<file path="src/include/atic_pkg.sv">
package atic_pkg;

    ////////////////////////////////////////////////////////////////////////
    // register map
    localparam logic [15:0] ATIC_CTRL_ONE_ADDR  = 16'hf0d1;
    localparam logic [7:0]  ATIC_CTRL_ONE_RESET = 8'h00;

    // ata_interface_control_one field positions
    localparam int ATIC_BIT_DRIVE_SELECT    = 0;
    localparam int ATIC_BIT_NO_DATA_COMMAND = 1;
    localparam int ATIC_BIT_LAUNCH          = 2;
    localparam int ATIC_BIT_AUTO_COMMAND    = 3;
    localparam int ATIC_BIT_DIRECTION       = 4;
    localparam int ATIC_BIT_HARD_RESET      = 5;
    localparam int ATIC_BIT_SOFT_RESET      = 6;
    localparam int ATIC_BIT_PACKET_PROTOCOL = 7;

    // drive bit inside the device/head register
    localparam int ATIC_DEVHEAD_DEV_BIT = 4;

    ////////////////////////////////////////////////////////////////////////
    // sector buffer geometry
    localparam int ATIC_BUF_WIDTH = 16;
    localparam int ATIC_BUF_DEPTH = 8;
    localparam int ATIC_PTR_W     = 3;
    localparam logic [ATIC_PTR_W-1:0] ATIC_PTR_ZERO  = 3'h0;
    localparam logic [ATIC_PTR_W:0]   ATIC_COUNT_ZERO = 4'h0;
    localparam logic [ATIC_PTR_W:0]   ATIC_COUNT_FULL = 4'h8;

    ////////////////////////////////////////////////////////////////////////
    // types
    typedef enum logic [4:0] {
        ATIC_ST_IDLE    = 5'b00001,
        ATIC_ST_DEVHEAD = 5'b00010,
        ATIC_ST_CMD     = 5'b00100,
        ATIC_ST_XFER    = 5'b01000,
        ATIC_ST_DONE    = 5'b10000
    } atic_state_t;

    // microcontroller data-memory access, same clock as the block
    typedef struct packed {
        logic [15:0] addr;
        logic        wr;
        logic        rd;
        logic [7:0]  wdata;
    } atic_xreq_t;

    // configuration carried out to the protocol engine
    typedef struct packed {
        logic packet_protocol_select;
        logic transfer_direction;
        logic auto_command;
        logic no_data_command;
        logic drive_select;
    } atic_cfg_t;

endpackage

</file>
<file path="src/design/atic_ctrl.sv">
module atic_ctrl (
    input  wire logic                                i_clock,      // 20 MHz
    input  wire logic                                i_resetn,     // async
    input  wire atic_pkg::atic_xreq_t                i_xreq,       // mcu bus
    output logic      [7:0]                          o_xrdata,     // read
    output atic_pkg::atic_cfg_t                      o_cfg,        // config
    output logic                                     o_drive_reset_pin_n,
    output logic                                     o_engine_reset, // pulse
    output logic      [7:0]                          o_devhead,    // dev/head
    output logic                                     o_devhead_wr, // strobe
    output logic                                     o_cmd_issue,  // strobe
    output logic                                     o_xfer_active, // level
    output logic                                     o_busy,       // level
    input  wire logic                                i_xfer_done,  // engine
    input  wire logic                                i_buf_wr_en,  // push
    input  wire logic [atic_pkg::ATIC_BUF_WIDTH-1:0] i_buf_wr_data,
    input  wire logic                                i_buf_rd_en,  // pop
    output logic      [atic_pkg::ATIC_BUF_WIDTH-1:0] o_buf_rd_data,
    output logic                                     o_buf_rd_valid,
    output logic      [atic_pkg::ATIC_PTR_W:0]       o_buf_count   // fill
);
    import atic_pkg::*;

    logic [1:0]  rst_sync_ff;
    logic        rst_n;
    logic [7:0]  ctrl_ff;
    logic [7:0]  nxt_ctrl;
    logic [7:0]  xrdata_ff;
    logic        pin_n_ff;
    logic        hit_wr;
    logic        hit_rd;
    logic        soft_rst;
    logic        launch;
    atic_state_t state_ff;
    atic_state_t nxt_state;
    logic [7:0]  devhead_ff;
    logic        devhead_wr_ff;
    logic        cmd_issue_ff;
    logic        busy_ff;

    function automatic logic addr_hit(input logic [15:0] addr);
        addr_hit = (addr == ATIC_CTRL_ONE_ADDR);
    endfunction

    ////////////////////////////////////////////////////////////////////////
    // reset release through two flops
    always_ff @(posedge i_clock or negedge i_resetn) begin
        if (!i_resetn) begin
            rst_sync_ff <= 2'h0;
        end else begin
            rst_sync_ff <= {rst_sync_ff[0], 1'b1};
        end
    end
    assign rst_n = rst_sync_ff[1];

    ////////////////////////////////////////////////////////////////////////
    // control register
    assign hit_wr   = i_xreq.wr && addr_hit(i_xreq.addr);
    assign hit_rd   = i_xreq.rd && addr_hit(i_xreq.addr);
    assign soft_rst = ctrl_ff[ATIC_BIT_SOFT_RESET];
    assign launch   = ctrl_ff[ATIC_BIT_LAUNCH];

    always_comb begin
        nxt_ctrl = ctrl_ff;
        // self-clearing bits drop after their single active cycle
        nxt_ctrl[ATIC_BIT_SOFT_RESET] = 1'b0;
        nxt_ctrl[ATIC_BIT_LAUNCH]     = 1'b0;
        if (hit_wr) begin
            nxt_ctrl = i_xreq.wdata;
            // a rewrite during the pulse cannot stretch it
            nxt_ctrl[ATIC_BIT_SOFT_RESET] =
                i_xreq.wdata[ATIC_BIT_SOFT_RESET] && !soft_rst;
            nxt_ctrl[ATIC_BIT_LAUNCH] =
                i_xreq.wdata[ATIC_BIT_LAUNCH] && !launch;
        end
    end

    always_ff @(posedge i_clock or negedge rst_n) begin
        if (!rst_n) begin
            ctrl_ff <= ATIC_CTRL_ONE_RESET;
        end else begin
            ctrl_ff <= nxt_ctrl;
        end
    end

    always_ff @(posedge i_clock or negedge rst_n) begin
        if (!rst_n) begin
            xrdata_ff <= 8'h00;
        end else begin
            xrdata_ff <= hit_rd ? ctrl_ff : 8'h00;
        end
    end

    // drive reset pin follows only the hard reset bit
    always_ff @(posedge i_clock or negedge rst_n) begin
        if (!rst_n) begin
            pin_n_ff <= 1'b1;
        end else begin
            pin_n_ff <= !nxt_ctrl[ATIC_BIT_HARD_RESET];
        end
    end

    ////////////////////////////////////////////////////////////////////////
    // protocol sequencer
    always_comb begin
        nxt_state = state_ff;
        unique case (state_ff)
            ATIC_ST_IDLE: begin
                if (launch) begin
                    nxt_state = ctrl_ff[ATIC_BIT_AUTO_COMMAND] ?
                                ATIC_ST_DEVHEAD : ATIC_ST_XFER;
                end
            end
            ATIC_ST_DEVHEAD: begin
                nxt_state = ATIC_ST_CMD;
            end
            ATIC_ST_CMD: begin
                nxt_state = ctrl_ff[ATIC_BIT_NO_DATA_COMMAND] ?
                            ATIC_ST_DONE : ATIC_ST_XFER;
            end
            ATIC_ST_XFER: begin
                if (i_xfer_done) begin
                    nxt_state = ATIC_ST_DONE;
                end
            end
            ATIC_ST_DONE: begin
                nxt_state = ATIC_ST_IDLE;
            end
            default: begin
                nxt_state = ATIC_ST_IDLE;
            end
        endcase
        if (soft_rst) begin
            nxt_state = ATIC_ST_IDLE;
        end
    end

    always_ff @(posedge i_clock or negedge rst_n) begin
        if (!rst_n) begin
            state_ff <= ATIC_ST_IDLE;
            busy_ff  <= 1'b0;
        end else begin
            state_ff <= nxt_state;
            busy_ff  <= (nxt_state != ATIC_ST_IDLE);
        end
    end

    // device/head write carries the drive bit ahead of the command
    always_ff @(posedge i_clock or negedge rst_n) begin
        if (!rst_n) begin
            devhead_ff    <= 8'h00;
            devhead_wr_ff <= 1'b0;
            cmd_issue_ff  <= 1'b0;
        end else begin
            devhead_wr_ff <= (nxt_state == ATIC_ST_DEVHEAD);
            cmd_issue_ff  <= (nxt_state == ATIC_ST_CMD);
            if (nxt_state == ATIC_ST_DEVHEAD) begin
                devhead_ff <= 8'h00;
                devhead_ff[ATIC_DEVHEAD_DEV_BIT] <=
                    ctrl_ff[ATIC_BIT_DRIVE_SELECT];
            end
        end
    end

    ////////////////////////////////////////////////////////////////////////
    atic_sector_buf u_buf (
        .i_clock    (i_clock),
        .i_rst_n    (rst_n),
        .i_clear    (soft_rst),
        .i_wr_en    (i_buf_wr_en),
        .i_wr_data  (i_buf_wr_data),
        .i_rd_en    (i_buf_rd_en),
        .o_rd_data  (o_buf_rd_data),
        .o_rd_valid (o_buf_rd_valid),
        .o_count    (o_buf_count)
    );

    assign o_xrdata            = xrdata_ff;
    assign o_drive_reset_pin_n = pin_n_ff;
    assign o_engine_reset      = soft_rst;
    assign o_devhead           = devhead_ff;
    assign o_devhead_wr        = devhead_wr_ff;
    assign o_cmd_issue         = cmd_issue_ff;
    assign o_xfer_active       = state_ff[3];
    assign o_busy              = busy_ff;
    assign o_cfg = '{
        packet_protocol_select: ctrl_ff[ATIC_BIT_PACKET_PROTOCOL],
        transfer_direction:     ctrl_ff[ATIC_BIT_DIRECTION],
        auto_command:           ctrl_ff[ATIC_BIT_AUTO_COMMAND],
        no_data_command:        ctrl_ff[ATIC_BIT_NO_DATA_COMMAND],
        drive_select:           ctrl_ff[ATIC_BIT_DRIVE_SELECT]
    };

    ////////////////////////////////////////////////////////////////////////
    property p_soft_idle;
        @(posedge i_clock) disable iff (!rst_n)
        soft_rst |=> (state_ff == ATIC_ST_IDLE) && !o_busy;
    endproperty
    a_soft_idle: assert property (p_soft_idle)
        else $error("sequencer not idle after soft reset");

    property p_soft_one_cycle;
        @(posedge i_clock) disable iff (!rst_n)
        $rose(soft_rst) |=> !soft_rst;
    endproperty
    a_soft_one_cycle: assert property (p_soft_one_cycle)
        else $error("soft reset pulse longer than one cycle");

    property p_soft_reads_zero;
        @(posedge i_clock) disable iff (!rst_n)
        soft_rst ##1 hit_rd |=> !xrdata_ff[ATIC_BIT_SOFT_RESET];
    endproperty
    a_soft_reads_zero: assert property (p_soft_reads_zero)
        else $error("soft reset bit read back as one");

    property p_soft_pin;
        @(posedge i_clock) disable iff (!rst_n)
        (soft_rst && !hit_wr) |=> $stable(pin_n_ff);
    endproperty
    a_soft_pin: assert property (p_soft_pin)
        else $error("soft reset moved the drive reset pin");

    property p_dev_before_cmd;
        @(posedge i_clock) disable iff (!rst_n)
        (state_ff == ATIC_ST_DEVHEAD) |-> devhead_wr_ff ##1
        (cmd_issue_ff && devhead_ff[ATIC_DEVHEAD_DEV_BIT]
            == $past(ctrl_ff[ATIC_BIT_DRIVE_SELECT], 2)) or soft_rst[*1];
    endproperty
    a_dev_before_cmd: assert property (p_dev_before_cmd)
        else $error("drive bit not written before packet command");

    property p_launch;
        @(posedge i_clock) disable iff (!rst_n)
        (launch && !soft_rst && state_ff == ATIC_ST_IDLE) |=>
            !launch
            && (state_ff == ($past(ctrl_ff[ATIC_BIT_AUTO_COMMAND]) ?
                ATIC_ST_DEVHEAD : ATIC_ST_XFER));
    endproperty
    a_launch: assert property (p_launch)
        else $error("launch did not start the right phase");

endmodule // atic_ctrl

</file>
<file path="src/design/atic_sector_buf.sv">
module atic_sector_buf (
    input  wire logic                                i_clock,     // clock
    input  wire logic                                i_rst_n,     // reset
    input  wire logic                                i_clear,     // soft clear
    input  wire logic                                i_wr_en,     // push
    input  wire logic [atic_pkg::ATIC_BUF_WIDTH-1:0] i_wr_data,   // push data
    input  wire logic                                i_rd_en,     // pop
    output logic      [atic_pkg::ATIC_BUF_WIDTH-1:0] o_rd_data,   // pop data
    output logic                                     o_rd_valid,  // data ok
    output logic      [atic_pkg::ATIC_PTR_W:0]       o_count      // fill
);
    import atic_pkg::*;

    logic [ATIC_BUF_WIDTH-1:0] mem_ff [ATIC_BUF_DEPTH];
    logic [ATIC_PTR_W-1:0]     wptr_ff;
    logic [ATIC_PTR_W-1:0]     rptr_ff;
    logic [ATIC_PTR_W:0]       count_ff;
    logic [ATIC_BUF_WIDTH-1:0] rd_data_ff;
    logic                      rd_valid_ff;
    logic                      push;
    logic                      pop;

    assign push = i_wr_en && (count_ff != ATIC_COUNT_FULL);
    assign pop  = i_rd_en && (count_ff != ATIC_COUNT_ZERO);

    ////////////////////////////////////////////////////////////////////////
    always_ff @(posedge i_clock) begin
        if (push && !i_clear) begin
            mem_ff[wptr_ff] <= i_wr_data;
        end
    end

    always_ff @(posedge i_clock or negedge i_rst_n) begin
        if (!i_rst_n) begin
            wptr_ff <= ATIC_PTR_ZERO;
            rptr_ff <= ATIC_PTR_ZERO;
        end else if (i_clear) begin
            wptr_ff <= ATIC_PTR_ZERO;
            rptr_ff <= ATIC_PTR_ZERO;
        end else begin
            if (push) begin
                wptr_ff <= wptr_ff + 3'h1;
            end
            if (pop) begin
                rptr_ff <= rptr_ff + 3'h1;
            end
        end
    end

    // held words are discarded by dropping the count and the output word
    always_ff @(posedge i_clock or negedge i_rst_n) begin
        if (!i_rst_n) begin
            count_ff    <= ATIC_COUNT_ZERO;
            rd_valid_ff <= 1'b0;
            rd_data_ff  <= '0;
        end else if (i_clear) begin
            count_ff    <= ATIC_COUNT_ZERO;
            rd_valid_ff <= 1'b0;
            rd_data_ff  <= '0;
        end else begin
            count_ff    <= count_ff + {3'h0, push} - {3'h0, pop};
            rd_valid_ff <= pop;
            if (pop) begin
                rd_data_ff <= mem_ff[rptr_ff];
            end
        end
    end

    assign o_rd_data  = rd_data_ff;
    assign o_rd_valid = rd_valid_ff;
    assign o_count    = count_ff;

    ////////////////////////////////////////////////////////////////////////
    property p_clear_ptrs;
        @(posedge i_clock) disable iff (!i_rst_n)
        i_clear |=> (wptr_ff == ATIC_PTR_ZERO) && (rptr_ff == ATIC_PTR_ZERO);
    endproperty
    a_clear_ptrs: assert property (p_clear_ptrs)
        else $error("buffer pointers not zero after clear");

    property p_clear_data;
        @(posedge i_clock) disable iff (!i_rst_n)
        i_clear |=> (count_ff == ATIC_COUNT_ZERO) && !rd_valid_ff
                    && (rd_data_ff == '0);
    endproperty
    a_clear_data: assert property (p_clear_data)
        else $error("buffer still holds data after clear");

endmodule // atic_sector_buf

</file>
<file path="config.mk">
export PLATFORM = sky130hd
export DESIGN_NAME = atic_ctrl
export DESIGN_NICKNAME = d
export VERILOG_FILES = /design/src/include/atic_pkg.sv /design/src/design/atic_ctrl.sv /design/src/design/atic_sector_buf.sv
export SDC_FILE = /design/constraint.sdc
export NUM_CORES = 1
export LEC_CHECK = 0
export BUFFER_PORTS_ARGS = -buffer_cell sky130_fd_sc_hd__buf_2
export CAP_MARGIN = 20
export CORE_ASPECT_RATIO = 1.2
export CORE_MARGIN = 2
export CORE_UTILIZATION = 47
export DETAILED_ROUTE_END_ITERATION = 8
export GPL_TIMING_DRIVEN = 0
export PLACE_DENSITY = 0.82
export SLEW_MARGIN = 20
export SYNTH_ARGS = -nofsm -noshare
export SYNTH_HDL_FRONTEND = slang
export SYNTH_SLANG_ARGS = --single-unit
</file>
<file path="constraint.sdc">
create_clock -name i_clock -period 1.67 [get_ports i_clock]
set_input_delay 0.0835 -clock i_clock [delete_from_list [all_inputs] [get_ports i_clock]]
set_output_delay 0.0835 -clock i_clock [all_outputs]
set_load 0.03 [all_outputs]
</file>
==> impl_results.md <==
- Outcome: finished, violations left
- Violations in the final reports: negative setup slack
- Stage delay of the slowest cell on the critical path: 0.43 ns
- Worst Path Required: around 2.0 ns
- Post-Synthesis Cells: approximately 440
- Top achievable clock speed: roughly 0.46 GHz
- Xor and xnor area share after synthesis: less than 1%
- Final cycle utilization of the critical path: 130.6%
- Number of placed cells counting well taps: between 700 and 800
- First-pass detailed-route iteration total: 5
- Sort of element at the end of the critical path: flip-flop
- Kind of path behind the tightest hold check: primary input to flip-flop
- Drc violations: 0
- Number of clock sinks seen by CTS: 183
- Synth top area cells: edfxtp_1, dfrtp_1, mux4_2, mux2i_1, a211oi_1
- Cell area reported after detailed placement: just over 8000 um2
- Vias in the first global route: 4892
- Routed wire length per instance: 22.26 um
- Commonest register cell after synthesis: edfxtp_1
- Global Route met3 Usage: roughly 4.5%
- Count of port buffers added during placement: 87
- Multiplexer share of the synthesized area: between 10% and 20%
- Start point of the critical path: u_buf.o_count[3]
- Clk_skew: around 0.024 ns
- IO Count: 95
- Main combinational cell family by area after synthesis: multiplexers
- Fill cell count: 976
- Design internal power: around 0.011 W
- Detailed placement HPWL: between 9000 and 10000 um
- Met2 global-route usage: between 30% and 40%
- Async S/R FF share, synth: 30.05%
- Pin count of the biggest net entering global routing: 54
- Residual overflow from global routing: 0
- Yosys warning count: 0
- Number of DRC violations after detailed-routing iteration 0: ~500
- Distinct cells, synth: slightly above 50
- Leading cell type by number of instances after synthesis: edfxtp_1
- Number of clock buffers inserted by TritonCTS: 17
- Floorplan row count: 49
- Slew @ Worst Pin: around 0.7 ns
- Clock tree from TritonCTS: built
- Critical Path Slowest Stage Cell: dfrtp_2
- Proportion of power drawn by combinational gates: between 30% and 40%
- Remaining max-slew budget at the tightest pin: 53.45%
- Clock root buffer: clkbuf_16
- Overall power after layout: 0.01643 W
- Final core utilization: about 64%
- Starting Density: approximately half
- Area of the die: between 15000 and 20000 um2
- Sw frac: about a third
- Area delta synth->final: 33.23%
- Compound-Gate Fraction of Synth Area: slightly below 5%
- Min Tclk post-route: around 2.2 ns
- Clock transition at the register clock pins on the worst setup and hold paths after CTS: about 0.07 ns
- Post-synthesis share of cell area spent on and, or, nand and nor gates: a little under 7%
- CP dominant cell by count: ha_4
- Final number of setup-violating endpoints: 150
- Count of non-filler cells in the finished layout: approximately 830
- Worst path arrival time: roughly 2.5 ns
- Worst setup slack after layout: -0.5102 ns
- Cell family with the largest share of critical-path delay: adder cells
- Total power per unit cell area: around 1700 nW/um2
- Number of synthesized flops with an enable pin: 128
- RSZ-0062 raised after global routing: yes
- Max-slew violation total from the final report: 0
- Maximum buffer depth of the clock tree: 2
- Commonest cells in the netlist: edfxtp_1, dfrtp_1, mux2i_1, nor2_1, nor3_1
- Met1 demand-to-capacity share in global routing: 25.40%
- Via density per instance: ~5.7
- Peak-usage layer in the global routing report: met2
- Leak pwr: about 3.8 nW
- Worst reg2reg path startpoint: u_buf.o_count[3]
- Worst setup SP type: flip-flop
- Floorplan core area: roughly 15000 um2
- ANT nets after route: 0
- Part of the power in the clock network: between 20% and 30%
- Source-to-sink clock delay at the later pin of the worst-skew pair: between 0.4 and 0.5 ns
- Switch Pwr: around 0.0057 W
- Final Hold Fails: 0
- Sequential share of power: 37.9%
- Count of inserted antenna diode cells: 0
- Total negative slack for setup checks: -41.99 ns
- Seq/Total Area, Yosys: 71.68%
- Global-route wire length before repair: 27100 um
- Final Instance Area: between 9000 and 10000 um2
- Avg Inst Size Synth: approximately 16 um2
- DRT Wirelength: roughly 19000 um
- Post-synthesis sequential element count: 183
- Chip height: about 140 um
- Highest ir drop seen on vdd: 0.9488 mV
- Area fraction of the dominant cell type after synthesis: between 50% and 60%
- Aggregate global-route resource usage: between 20 and 25%
- Number of buffer and inverter instances along the worst setup path: 4
- Layout cell share with drive strength beyond 1: a little over two fifths
- Cell area after synthesis: 7286 um2
- Die width: roughly 120 um
- Leading area contributor after synthesis: edfxtp_1
- Worst-path maximum fanout: 3
- Category of the most critical setup path: flip-flop to flip-flop
- H-tree depth: 4
- Adder-cell share of the synthesized area: between 1.5 and 2%
- Max-cap violations: 0
- Final GP Congestion: slightly below 0.8
- Series of cell instances along the critical path: inv_2 -> ha_4 -> inv_4 -> o31ai_4 -> inv_4 -> ha_4 -> inv_2 -> ha_4 -> fa_2 -> xnor2_2 -> nor2_1
- Final layout net count: 672
- Antenna violations before repair: 0
- Via count of the routed design: about 4700
- Worst min-delay path startpoint: i_xfer_done
[per-layer routing]
layer / up-vias / wire length [um]
met3: 48 / 1480
met1: 2375 / 6707
li1: 2016 / -
met2: 273 / 9801
met5: - / 0
met4: 0 / 555
[metrics by stage]
step | setup slack, ns | hold slack [ns]
6_report | -0.5102 | 0.03981
5_1_grt | -0.5954 | 0.08585
4_1_cts | -0.4973 | 0.03709
3_5_place_dp | -1.157 | -0.1281
3_3_place_gp | -1.118 | -0.1321
2_1_floorplan | -0.8434 | -0.2121
[tightest hold or removal path, stage by stage]
cell and delay (ns):
buf_2 0.10, o22ai_1 0.06, a2bb2oi_1 0.13, nor2b_1 0.06
[kinds of logic (layout without fill, tap and decap cells)]
| kind of cell | count (synthesis) | count (layout) |
|---|---|---|
| flops | 183 | 183 |
| compound gates | 49 | 49 |
| xor+xnor | 7 | 7 |
| other cells | 2 | 8 |
| mux | 56 | 56 |
| buf+inv | 45 | 226 |
| simple gates | 91 | 91 |
| fa+ha+maj | 9 | 9 |
[power by group through the flow]
stage | registers, W | logic, W | clock network (W)
after floorplan | 0.00662 | 0.00278 | 0
after global placement | 0.00616 | 0.00429 | 0
after detailed placement | 0.00623 | 0.00447 | 0
after CTS | 0.00616 | 0.00543 | 0.00408
after global routing | 0.00626 | 0.00642 | 0.00431
final | 0.00622 | 0.00612 | 0.00409
[registers in the layout, indices dropped and copies added, names as in the netlist]
register,cells
u_buf.mem_ff,128
u_buf.o_rd_data,16
ctrl_ff,8
o_xrdata,8
state_ff,5
u_buf.o_count,4
u_buf.rptr_ff,3
u_buf.wptr_ff,3
rst_sync_ff,2
o_busy,1
o_cmd_issue,1
o_devhead,1
o_devhead_wr,1
o_drive_reset_pin_n,1
u_buf.o_rd_valid,1
[cell usage in the layout, fill, tap and decap left out, types with 5 or more instances in the layout]
cell type      synthesis  routed
and2_1                 8       8
nor2_1                29      23
mux4_2                16      16
nor3_1                21      17
mux2_2                 6       6
a211oi_2               1      11
nor2_4                 0       6
mux2i_1               33      32
buf_6                  1      14
inv_2                  1       5
clkbuf_16              0      18
o22ai_1               18      16
edfxtp_1             128     128
inv_1                 12       5
dfrtp_1               53      49
nand2_1                8       8
a211oi_1              16       6
dlygate4sd3_1          0      27
buf_12                 0      12
conb_1                 2       8
buf_2                  6      88
buf_4                 16      27
[timing repair]
item / CTS / global route
setup buffers: 29 / 8
pin swaps: 17 / 17
gates cloned: 2 / 1
endpoints found under the setup margin: 152 / 159
hold buffers: 27 / 0
resized for setup: 36 / 30
endpoints found under the hold margin: 140 / 0
[area by class of cell]
cell class / instances / area (um2) / area share, %
Sequential cell: 183 / 5230 / 53.88
Multi-Input combinational cell: 220 / 2085 / 21.47
Timing Repair Buffer: 152 / 1234 / 12.71
Clock buffer: 18 / 439.2 / 4.524
Tap cell: 204 / 255.2 / 2.630
Buffer: 29 / 246.5 / 2.539
Clock inverter: 14 / 161.4 / 1.663
Inverter: 13 / 56.30 / 0.5800
[worst paths after layout]
path,end,slack (ns),depth (start not counted)
max,u_buf.o_count[2],-0.51,11
min,state_ff[3],0.04,4
max reg2reg,u_buf.o_count[2],-0.51,11
min reg2reg,u_buf.o_rd_data[10],0.36,0
max in group asynchronous,state_ff[3],0.79,0
min in group asynchronous,u_buf.o_rd_data[10],0.36,0
(Power assumes the default switching activity.)
